[src/rtl/wdr_map.vh]
`ifndef WDR_MAP_VH
`define WDR_MAP_VH
// ----------------------------------------
// register offsets
// ----------------------------------------
`define WDR_ADDR_RELOAD 8'h86
`define WDR_ADDR_PRIO0 8'ha9
`define WDR_ADDR_INT_ENABLE_REG_ZERO 8'ha8
`define WDR_ADDR_INT_ENABLE_REG_ONE 8'hb8
// ----------------------------------------
// fields and values
// ----------------------------------------
`define WDR_BIT_WD 6
`define WDR_BIT_PRESEL 7
`define WDR_BIT_PRIO_WDT 6
`define WDR_TIMEOUT 16'h7cff
`define WDR_BASE_DIV 24
`define WDR_EXTRA_DIV 16
`define WDR_WINDOW 12
`define WDR_RST_HOLD 2
`endif

[src/rtl/wdr_watchdog.v]
`timescale 1ns/1ns
`default_nettype none
`include "wdr_map.vh"
module wdr_watchdog #(
  parameter BASE_DIV = `WDR_BASE_DIV,
  parameter EXTRA_DIV = `WDR_EXTRA_DIV,
  parameter WINDOW = `WDR_WINDOW
) (
  // clock and reset
  input wire i_clock,
  input wire i_rst_n,
  // straps
  input wire i_auto_start,
  // register port
  input wire [7:0] i_addr,
  input wire [7:0] i_wdata,
  input wire i_wr,
  input wire i_rd,
  output reg [7:0] o_rdata,
  // status
  output reg o_running,
  output wire o_timeout,
  output reg o_prio_wdt,
  output reg o_reset_req,
  output wire o_int_rst
);
  // ----------------------------------------
  // internal reset: external low or request, stretched
  // ----------------------------------------
  wire int_rst;
  wire rst_cause;
  assign rst_cause = o_reset_req;
  wdr_rst_stretch #(
    .HOLD(`WDR_RST_HOLD),
    .CNT_W(2)
  ) i_rst_stretch (
    .i_clock(i_clock),
    .i_rst_n(i_rst_n),
    .i_cause(rst_cause),
    .o_int_rst(int_rst)
  );
  assign o_int_rst = int_rst;

  // ----------------------------------------
  // register decode
  // ----------------------------------------
  wire wr_reload;
  wire wr_int_enable_reg_zero;
  wire wr_int_enable_reg_one;
  wire set_arm;
  wire set_commit;
  assign wr_reload = i_wr && (i_addr == `WDR_ADDR_RELOAD);
  assign wr_int_enable_reg_zero = i_wr && (i_addr == `WDR_ADDR_INT_ENABLE_REG_ZERO);
  assign wr_int_enable_reg_one = i_wr && (i_addr == `WDR_ADDR_INT_ENABLE_REG_ONE);
  // only bit 6 of the two enable registers belongs to the watchdog
  assign set_arm = wr_int_enable_reg_zero && i_wdata[`WDR_BIT_WD];
  assign set_commit = wr_int_enable_reg_one && i_wdata[`WDR_BIT_WD];

  // ----------------------------------------
  // reload register
  // ----------------------------------------
  // writable even inside the internal reset; only the pin clears it
  reg [7:0] reload;
  wire presel;
  wire [6:0] reload_high;
  always @(posedge i_clock or negedge i_rst_n) begin
    if (!i_rst_n) begin
      reload <= 8'h00;
    end else if (wr_reload) begin
      reload <= i_wdata;
    end
  end
  assign presel = reload[`WDR_BIT_PRESEL];
  assign reload_high = reload[6:0];

  // ----------------------------------------
  // refresh arm and commit flags
  // ----------------------------------------
  wire arm;
  wire commit;
  wire refresh;
  // commit only reloads while the arm flag still stands
  assign refresh = set_commit && arm;
  wdr_flag_timer #(
    .WINDOW(WINDOW)
  ) i_arm_flag (
    .i_clock(i_clock),
    .i_rst_n(i_rst_n),
    .i_clear(int_rst),
    .i_set(set_arm),
    .i_drop(refresh),
    .o_flag(arm)
  );
  wdr_flag_timer #(
    .WINDOW(WINDOW)
  ) i_commit_flag (
    .i_clock(i_clock),
    .i_rst_n(i_rst_n),
    .i_clear(int_rst),
    .i_set(set_commit),
    .i_drop(1'b0),
    .o_flag(commit)
  );

  // ----------------------------------------
  // run control
  // ----------------------------------------
  reg strap_seen;
  always @(posedge i_clock or negedge i_rst_n) begin
    if (!i_rst_n) begin
      strap_seen <= 1'b0;
    end else if (int_rst) begin
      strap_seen <= i_auto_start;
    end else begin
      strap_seen <= 1'b0;
    end
  end
  // there is no stop path: software can start it but never halt it
  always @(posedge i_clock or negedge i_rst_n) begin
    if (!i_rst_n) begin
      o_running <= 1'b0;
    end else if (int_rst) begin
      o_running <= 1'b0;
    end else if (strap_seen || set_commit) begin
      o_running <= 1'b1;
    end
  end

  // ----------------------------------------
  // prescaler
  // ----------------------------------------
  wire base_tick;
  wire extra_tick;
  wire extra_en;
  wire step;
  wdr_divider #(
    .DIV(BASE_DIV),
    .CNT_W(5)
  ) i_base_div (
    .i_clock(i_clock),
    .i_rst_n(i_rst_n),
    .i_clear(int_rst),
    .i_enable(o_running),
    .o_tick(base_tick)
  );
  assign extra_en = o_running && base_tick;
  wdr_divider #(
    .DIV(EXTRA_DIV),
    .CNT_W(4)
  ) i_extra_div (
    .i_clock(i_clock),
    .i_rst_n(i_rst_n),
    .i_clear(int_rst),
    .i_enable(extra_en),
    .o_tick(extra_tick)
  );
  assign step = o_running && base_tick && (!presel || extra_tick);

  // ----------------------------------------
  // watchdog counter
  // ----------------------------------------
  wire [15:0] load_value;
  wire count_match;
  assign load_value = {1'b0, reload_high, 8'h00};
  wdr_count #(
    .WIDTH(16),
    .TIMEOUT(`WDR_TIMEOUT)
  ) i_count (
    .i_clock(i_clock),
    .i_rst_n(i_rst_n),
    .i_clear(int_rst),
    .i_load(refresh),
    .i_load_value(load_value),
    .i_step(step),
    .o_count(),
    .o_match(count_match)
  );
  // decoded straight from the counter: clears as soon as it moves on
  assign o_timeout = o_running && count_match;

  // ----------------------------------------
  // timeout handling
  // ----------------------------------------
  // the request holds until the stretched internal reset takes it down
  always @(posedge i_clock or negedge i_rst_n) begin
    if (!i_rst_n) begin
      o_reset_req <= 1'b0;
    end else if (int_rst) begin
      o_reset_req <= 1'b0;
    end else if (o_timeout) begin
      o_reset_req <= 1'b1;
    end
  end
  // sticky: a watchdog reset leaves it set so software can see the cause
  always @(posedge i_clock or negedge i_rst_n) begin
    if (!i_rst_n) begin
      o_prio_wdt <= 1'b0;
    end else if (o_timeout) begin
      o_prio_wdt <= 1'b1;
    end
  end

  // ----------------------------------------
  // read port
  // ----------------------------------------
  // enable-one bit 6 reads back the status, never the commit bit
  reg [7:0] next_rdata;
  always @* begin
    next_rdata = 8'h00;
    if (i_rd) begin
      case (i_addr)
        `WDR_ADDR_RELOAD: next_rdata = reload;
        `WDR_ADDR_INT_ENABLE_REG_ZERO: next_rdata = {1'b0, arm, 6'h00};
        `WDR_ADDR_INT_ENABLE_REG_ONE: next_rdata = {1'b0, o_timeout, 6'h00};
        `WDR_ADDR_PRIO0: next_rdata = {1'b0, o_prio_wdt, 6'h00};
        default: next_rdata = 8'h00;
      endcase
    end
  end
  // data stands one cycle after the strobe, zero otherwise
  always @(posedge i_clock or negedge i_rst_n) begin
    if (!i_rst_n) begin
      o_rdata <= 8'h00;
    end else begin
      o_rdata <= next_rdata;
    end
  end
endmodule

// ----------------------------------------
// internal reset, raised after a held request
// ----------------------------------------
module wdr_rst_stretch #(
  parameter HOLD = `WDR_RST_HOLD,
  parameter CNT_W = 2
) (
  // clock and reset
  input wire i_clock,
  input wire i_rst_n,
  // request
  input wire i_cause,
  // reset out
  output reg o_int_rst
);
  reg [CNT_W-1:0] held;
  wire held_long;
  assign held_long = (held == HOLD - 1);
  // the pin forces the internal reset at once; a request must last HOLD cycles
  always @(posedge i_clock or negedge i_rst_n) begin
    if (!i_rst_n) begin
      held <= {CNT_W{1'b0}};
      o_int_rst <= 1'b1;
    end else if (i_cause) begin
      if (held_long) begin
        o_int_rst <= 1'b1;
      end else begin
        held <= held + {{(CNT_W-1){1'b0}}, 1'b1};
      end
    end else begin
      held <= {CNT_W{1'b0}};
      o_int_rst <= 1'b0;
    end
  end
endmodule

// ----------------------------------------
// self-clearing flag with a fixed lifetime
// ----------------------------------------
module wdr_flag_timer #(
  parameter WINDOW = `WDR_WINDOW,
  parameter CNT_W = 4
) (
  // clock and reset
  input wire i_clock,
  input wire i_rst_n,
  // control
  input wire i_clear,
  input wire i_set,
  input wire i_drop,
  // state
  output reg o_flag
);
  reg [CNT_W-1:0] age;
  wire expired;
  assign expired = (age == WINDOW - 1);
  always @(posedge i_clock or negedge i_rst_n) begin
    if (!i_rst_n) begin
      o_flag <= 1'b0;
      age <= {CNT_W{1'b0}};
    end else if (i_clear) begin
      o_flag <= 1'b0;
      age <= {CNT_W{1'b0}};
    end else if (i_set) begin
      // a fresh set wins over an expiry or drop in the same cycle
      o_flag <= 1'b1;
      age <= {CNT_W{1'b0}};
    end else if (o_flag && (i_drop || expired)) begin
      o_flag <= 1'b0;
    end else if (o_flag) begin
      age <= age + {{(CNT_W-1){1'b0}}, 1'b1};
    end
  end
endmodule

// ----------------------------------------
// free divider, ticks on its last count
// ----------------------------------------
module wdr_divider #(
  parameter DIV = `WDR_BASE_DIV,
  parameter CNT_W = 5
) (
  // clock and reset
  input wire i_clock,
  input wire i_rst_n,
  // control
  input wire i_clear,
  input wire i_enable,
  // tick
  output wire o_tick
);
  reg [CNT_W-1:0] phase;
  reg [CNT_W-1:0] next_phase;
  assign o_tick = (phase == DIV - 1);
  always @* begin
    next_phase = phase;
    if (i_enable) begin
      if (o_tick) begin
        next_phase = {CNT_W{1'b0}};
      end else begin
        next_phase = phase + {{(CNT_W-1){1'b0}}, 1'b1};
      end
    end
  end
  always @(posedge i_clock or negedge i_rst_n) begin
    if (!i_rst_n) begin
      phase <= {CNT_W{1'b0}};
    end else if (i_clear) begin
      phase <= {CNT_W{1'b0}};
    end else begin
      phase <= next_phase;
    end
  end
endmodule

// ----------------------------------------
// watchdog count with reload and match
// ----------------------------------------
module wdr_count #(
  parameter WIDTH = 16,
  parameter [WIDTH-1:0] TIMEOUT = `WDR_TIMEOUT
) (
  // clock and reset
  input wire i_clock,
  input wire i_rst_n,
  // control
  input wire i_clear,
  input wire i_load,
  input wire [WIDTH-1:0] i_load_value,
  input wire i_step,
  // count and match
  output reg [WIDTH-1:0] o_count,
  output wire o_match
);
  always @(posedge i_clock or negedge i_rst_n) begin
    if (!i_rst_n) begin
      o_count <= {WIDTH{1'b0}};
    end else if (i_clear) begin
      o_count <= {WIDTH{1'b0}};
    end else if (i_load) begin
      o_count <= i_load_value;
    end else if (i_step) begin
      o_count <= o_count + {{(WIDTH-1){1'b0}}, 1'b1};
    end
  end
  assign o_match = (o_count == TIMEOUT);
endmodule
`default_nettype wire

[config.mk]
export PLATFORM = sky130hd
export DESIGN_NAME = wdr_watchdog
export DESIGN_NICKNAME = d
export VERILOG_FILES = /design/src/rtl/wdr_watchdog.v
export VERILOG_INCLUDE_DIRS = /design/src /design/src/rtl
export SDC_FILE = /design/constraint.sdc
export NUM_CORES = 1
export LEC_CHECK = 0
export BUFFER_PORTS_ARGS = -buffer_cell sky130_fd_sc_hd__buf_2
export CORE_ASPECT_RATIO = 0.9
export CORE_MARGIN = 2
export CORE_UTILIZATION = 45
export CTS_CLUSTER_DIAMETER = 40
export CTS_CLUSTER_SIZE = 25
export DETAILED_ROUTE_END_ITERATION = 10
export MAX_ROUTING_LAYER = met4
export PLACE_DENSITY = 0.67
export SLEW_MARGIN = 20
export SYNTH_ARGS = -nofsm -noshare
export SYNTH_HDL_FRONTEND = slang
export SYNTH_SLANG_ARGS = --single-unit
[constraint.sdc]
create_clock -name i_clock -period 1.7 [get_ports i_clock]
set_input_delay 0.34 -clock i_clock [delete_from_list [all_inputs] [get_ports i_clock]]
set_output_delay 0.34 -clock i_clock [all_outputs]
set_load 0.03 [all_outputs]
==> results of run 1 <==
## final cells by class
| type | count | area [um2] | share of cell area |
|---|---|---|---|
| Clock buffer | 6 | 82.6 | 0.0265 |
| Clock inverter | 1 | 7.51 | 0.00241 |
| Inverter | 5 | 18.8 | 0.00603 |
| Multi-Input combinational cell | 167 | 1180 | 0.381 |
| Sequential cell | 53 | 1330 | 0.426 |
| Tap cell | 70 | 87.6 | 0.0281 |
| Timing Repair Buffer | 58 | 404 | 0.130 |
## worst max-delay path: cells and delay by family (launching register included)
family	cells	cell delay, ns
simple gates	3	0.58
buf+inv	2	0.23
flops	1	0.37
## layout by cell type (no fill, tap or decap), types with 6 or more instances in the layout
cell type	n
buf_4	21
nand2_1	15
a21oi_1	10
nand4_1	14
xor2_1	18
buf_2	32
dfrtp_1	52
and3_1	12
nor2_1	22
clkbuf_8	6
mux2_1	8
## layer usage
layer	part of all wire	wire length (um)	vias to the layer above	track usage
met5	0	0	-	-
met4	0.0067	33	0	0.0437
met3	0.030	147	4	0.0336
met2	0.46	2280	31	0.265
met1	0.50	2450	887	0.227
li1	-	-	923	-
## registers in the layout, indices dropped and copies added, names as in the netlist
name and cells:
i_rst_stretch.o_int_rst 1, i_rst_stretch.held 2, i_count.o_count 16, i_arm_flag.o_flag 1, o_reset_req 1, reload 8
strap_seen 1, o_running 1, o_rdata 8, o_prio_wdt 1, i_base_div.phase 5, i_arm_flag.age 4
i_extra_div.phase 4
## worst paths after layout
check | from | end | slack [ns] | cells past startpoint
worst max-delay path | i_count.o_count[5] | o_timeout | -0.12 | 5
worst min-delay path | i_rst_n | o_rdata[5] | 0.02 | 2
worst max register to register | i_base_div.phase[0] | i_count.o_count[1] | 0.03 | 8
worst min register to register | reload[0] | i_count.o_count[8] | 0.51 | 2
max in group asynchronous | i_rst_n | i_rst_stretch.o_int_rst | 1.38 | 2
min in group i_clock | i_wdata[2] | reload[2] | 0.25 | 2
## metrics by stage
step / area (um2) / hold slack, ns
after CTS: 3060 / 0.0330
after detailed placement: 2930 / 0.363
final: 3110 / 0.0164
after floorplan: 2550 / 0.0444
after global routing: 3110 / 0.0409
after global placement: 2930 / 0.355
## kinds of logic (layout without fill, tap and decap cells)
logic type | Yosys count | in the layout | synth area share
buffers and inverters | 11 | 70 | 0.0240
AOI/OAI and AO/OA | 24 | 24 | 0.0617
and+or+nand+nor | 105 | 105 | 0.247
adders and majority gates | 5 | 5 | 0.0245
xor gates and xnor gates | 21 | 21 | 0.0720
DFF | 53 | 53 | 0.520
muxes | 12 | 12 | 0.0510
## power by group
| part | internal, W | switching [W] |
|---|---|---|
| sequential | 0.00131 | 0.0000453 |
| clock | 0.000323 | 0.000400 |
| combinational | 0.0000872 | 0.0000862 |
| total | 0.00172 | 0.000532 |
## what timing repair did
action / CTS / global route
gates resized for setup: 2 / 12
setup buffers: 5 / 3
pin swaps: 2 / 6
endpoints found under the setup margin: 2 / 10
==> impl_metrics.toml, run 1 <==
[sta]
slew_headroom = 0.798
fin_ws_ns = -0.121
tns_ns = -0.121
min_period_ns = 1.82
skew_ns = 0.00884
finalSetupViolCount = 1
tightest_slew_ns = 0.300
timing_hold_violations_final = 0
maxSlewViolCount = 0
fin_crit_sh = 1.07
rsz0062_at_grt = "true"
max_freq_ghz = 0.549

[floorplan]
io_pins = 34
fp.dieW_um = 83.4
core_um2 = 5560
row_count = 26
die_h_um = 75.5
dieArea_um2 = 6290
initial_core_util = 0.459

[setup_path]
critPathSlowestCell = "dfrtp_1"
critPathKind = "reg2out"
cp_data_arrival_time_ns = 1.48
critical-path-max-stage-delay_ns = 0.37
worstPathRequired_ns = 1.36
worstPathMaxFanout = 4
start_kind = "flop"
path_cells = "and3_2 > and4_1 > nand3_1 > inv_1 > buf_6"
end_kind = "output pin"

[finish]
post_route_cells_drive_above_1_share = 0.303
fin_nets = 316
fin_cells = 360
antenna_cells = 0
fill_cells = 487
utilization = 0.560
synthToLayoutAreaGrowth_pct = 21.9

[clocking]
ctsRootBufferMaster = "clkbuf_8"
cts_made_buffers = 5
cts_sinks = 53
h-tree-depth = 2
worstSkewPairLatency_ns = 0.30
clk_pin_slew_worst_paths_ns = 0.10
cts_hold_buf = 0
cts_buffer_depth = 2
tritoncts = "yes"

[drt]
drc = 0
wire_per_inst_um = 13.6
ant_nets = 0
num_vias = 1845
finalWirelength_um = 4910
drt_iter0_drc = 96
firstDrtPassIters = 4
via_per_inst = 5.13

[yosys]
synthTopCellsByCount = "dfrtp_1, nor2_1, xor2_1, nand2_1, nand4_1"
synth_top_area_cell = "dfrtp_1"
synth_cells = 231
synthesis.area_um2 = 2550
syn_nets = 257
synth_edf_count = 0
synth_top_area_share = 0.510
synth_area_leaders = "dfrtp_1, xor2_1, mux2_1"
ys_seq_elements = 53
ys.warnings.count = 0
synth_flop_cell = "dfrtp_1"
ys_seq_area_frac = 0.520
async_flop_share = 1.00
synth_most_common_cell = "dfrtp_1"
synthDistinctLibCells = 44
syn_area_per_cell_um2 = 11.1

[global_routing]
grt-ovfl-total = 0
grt_pass1_vias = 1792
grt_max_degree = 54
grt_usage = 0.168
grt_first_pass_wirelength_um = 8280
grt_antenna_before_repair = 0

[pwr]
finalPower_w = 0.00225
ir_drop_v = 0.000491
p_leak_nw = 1.54
power.density_nw_per_um2 = 724

[hold_path]
min_path_type = "in2async"

[placement]
place_congestion = 0.796
dp.cells = 345
io_buffers = 33
dp_slack_ns = 0.0159
dp_hpwl_um = 3380

[outcome]
violations = "negative setup slack"
status = "finished, violations left"

[flow_run]
cap_violations = 0
Power figures use the tool's default switching activity.
==> inputs of run 2 (changes only) <==
Settings changed: TNS_END_PERCENT set to 1.
==> run 2 against run 1 <==
Net effect:
- the flow still finishes with violations (negative setup slack)
- core utilization shrank 0.49 points
- highest routed layer unchanged
- via count is 0.16% higher
- largest power group unchanged
- first-iteration DRC count up 29%
- sequential cell count is the same
- combinational power is essentially flat
- power down 0.14%
- final cell count is 0.56% lower
- maximum frequency grew 0.27%
- critical endpoint unchanged
- clock skew is 0.00065 ns lower
==> impl_metrics.toml, run 2 (synthesis results as in run 1) <==
[global_routing]
grt_usage = 0.168
grt_pass1_vias = 1792
grt_first_pass_wirelength_um = 8280
grt-ovfl-total = 0
grt_max_degree = 54
grt_antenna_before_repair = 0

[clocking]
cts_buffer_depth = 2
worstSkewPairLatency_ns = 0.30
cts_sinks = 53
h-tree-depth = 2
ctsRootBufferMaster = "clkbuf_8"
tritoncts = "yes"
clk_pin_slew_worst_paths_ns = 0.10
cts_made_buffers = 5

[drt]
via_per_inst = 5.16
drt_iter0_drc = 124
firstDrtPassIters = 4
wire_per_inst_um = 13.4
finalWirelength_um = 4810
ant_nets = 0
num_vias = 1848
drc = 0

[placement]
io_buffers = 33
dp.cells = 345
dp_hpwl_um = 3380
place_congestion = 0.796
dp_slack_ns = 0.0159

[sta]
slew_headroom = 0.800
holdWs_ns = 0.0177
rsz0062_at_grt = "true"
fin_crit_sh = 1.07
maxSlewViolCount = 0
max_freq_ghz = 0.551
tightest_slew_ns = 0.297
timing_hold_violations_final = 0
finalSetupViolCount = 1
fin_ws_ns = -0.116
skew_ns = 0.00819
min_period_ns = 1.82
tns_ns = -0.116

[setup_path]
crit_path_start = "i_count.o_count[3]"
worstPathRequired_ns = 1.36
end_kind = "output pin"
cp_data_arrival_time_ns = 1.48
critPathKind = "reg2out"
r2r-start = "i_base_div.phase[0]"
worstPathMaxFanout = 4
start_kind = "flop"

[finish]
top_register = "i_count.o_count"
final_common_cell = "dfrtp_1"
multi_input_area_um2 = 1180
synthToLayoutAreaGrowth_pct = 20.8
final_cell_mix = "dfrtp_1, buf_2, nor2_1"
post_route_cells_drive_above_1_share = 0.299
antenna_cells = 0
largest_reg_flops = 16
fin_cells = 358
register_area_um2 = 1330
fill_cells = 491
fin_nets = 314
top_regs = "i_count.o_count (16), o_rdata (8), reload (8)"

[floorplan]
dieArea_um2 = 6290
fp.dieW_um = 83.4
io_pins = 34
die_h_um = 75.5
initial_core_util = 0.459
row_count = 26
core_um2 = 5560

[hold_path]
min_path_type = "in2async"

[flow_run]
cap_violations = 0

[outcome]
status = "finished, violations left"
violations = "negative setup slack"

[pwr]
p_leak_nw = 1.53
power.density_nw_per_um2 = 729
ir_drop_v = 0.000491
[run 2: cell types whose count changed in the layout (fill, tap and decap cells not counted)]
cell     before  now
buf_4        21   20
buf_8         1    0
ha_1          4    3
ha_2          1    2
o21ai_0       3    7
o21ai_1       5    1
xor2_1       18   19
xor2_2        1    0
[run 2: final cells by class]
type,count,share of cell area
Clock buffer,6,0.0268
Clock inverter,1,0.00243
Inverter,5,0.00608
Multi-Input combinational cell,167,0.382
Sequential cell,53,0.430
Tap cell,70,0.0284
Timing Repair Buffer,56,0.124
[run 2: through the flow]
| step | util | total power [W] | area [um2] |
|---|---|---|---|
| 2_1_floorplan | - | 0.00146 | 2550 |
| 3_3_place_gp | 0.527 | 0.00154 | 2930 |
| 3_5_place_dp | 0.527 | 0.00155 | 2930 |
| 4_1_cts | 0.551 | 0.00227 | 3060 |
| 5_1_grt | 0.555 | 0.00238 | 3090 |
| 6_report | 0.555 | 0.00225 | 3090 |
[run 2: worst paths after layout]
path                       slack [ns]  cells past startpoint                       to
max                             -0.12                      5                o_timeout
min                              0.02                      2               o_rdata[5]
max reg2reg                      0.12                      7       i_count.o_count[8]
min reg2reg                      0.50                      2       i_count.o_count[8]
max in group asynchronous        1.38                      2  i_rst_stretch.o_int_rst
min in group i_clock             0.25                      2                reload[0]
[run 2: what timing repair did]
| action | in CTS | in global routing |
|---|---|---|
| gates cloned | 0 | 0 |
| pin swaps | 2 | 1 |
| setup endpoints to repair | 2 | 10 |
| resized for setup | 2 | 5 |
| hold buffers | 0 | 0 |
| setup buffers | 5 | 1 |
[run 2: critical path: stages, from the launching register on]
cell	delay (ns)
dfrtp_1	0.39
and3_2	0.24
and4_1	0.23
nand3_1	0.11
inv_1	0.07
buf_6	0.14
[run 2: power breakdown]
part           leakage, nW  internal, W  total [W]  switching, W
clock               0.0433     0.000323   0.000721      0.000398
combinational        0.773    0.0000867   0.000172     0.0000858
sequential           0.711      0.00131    0.00136     0.0000450
[run 2: per-layer routing]
layer | vias to the layer above | global-route usage | share of wire
li1 | 919 | - | -
met1 | 890 | 0.227 | 0.49
met2 | 35 | 0.265 | 0.47
met3 | 4 | 0.0336 | 0.031
met4 | 0 | 0.0437 | 0.0069
met5 | - | - | 0
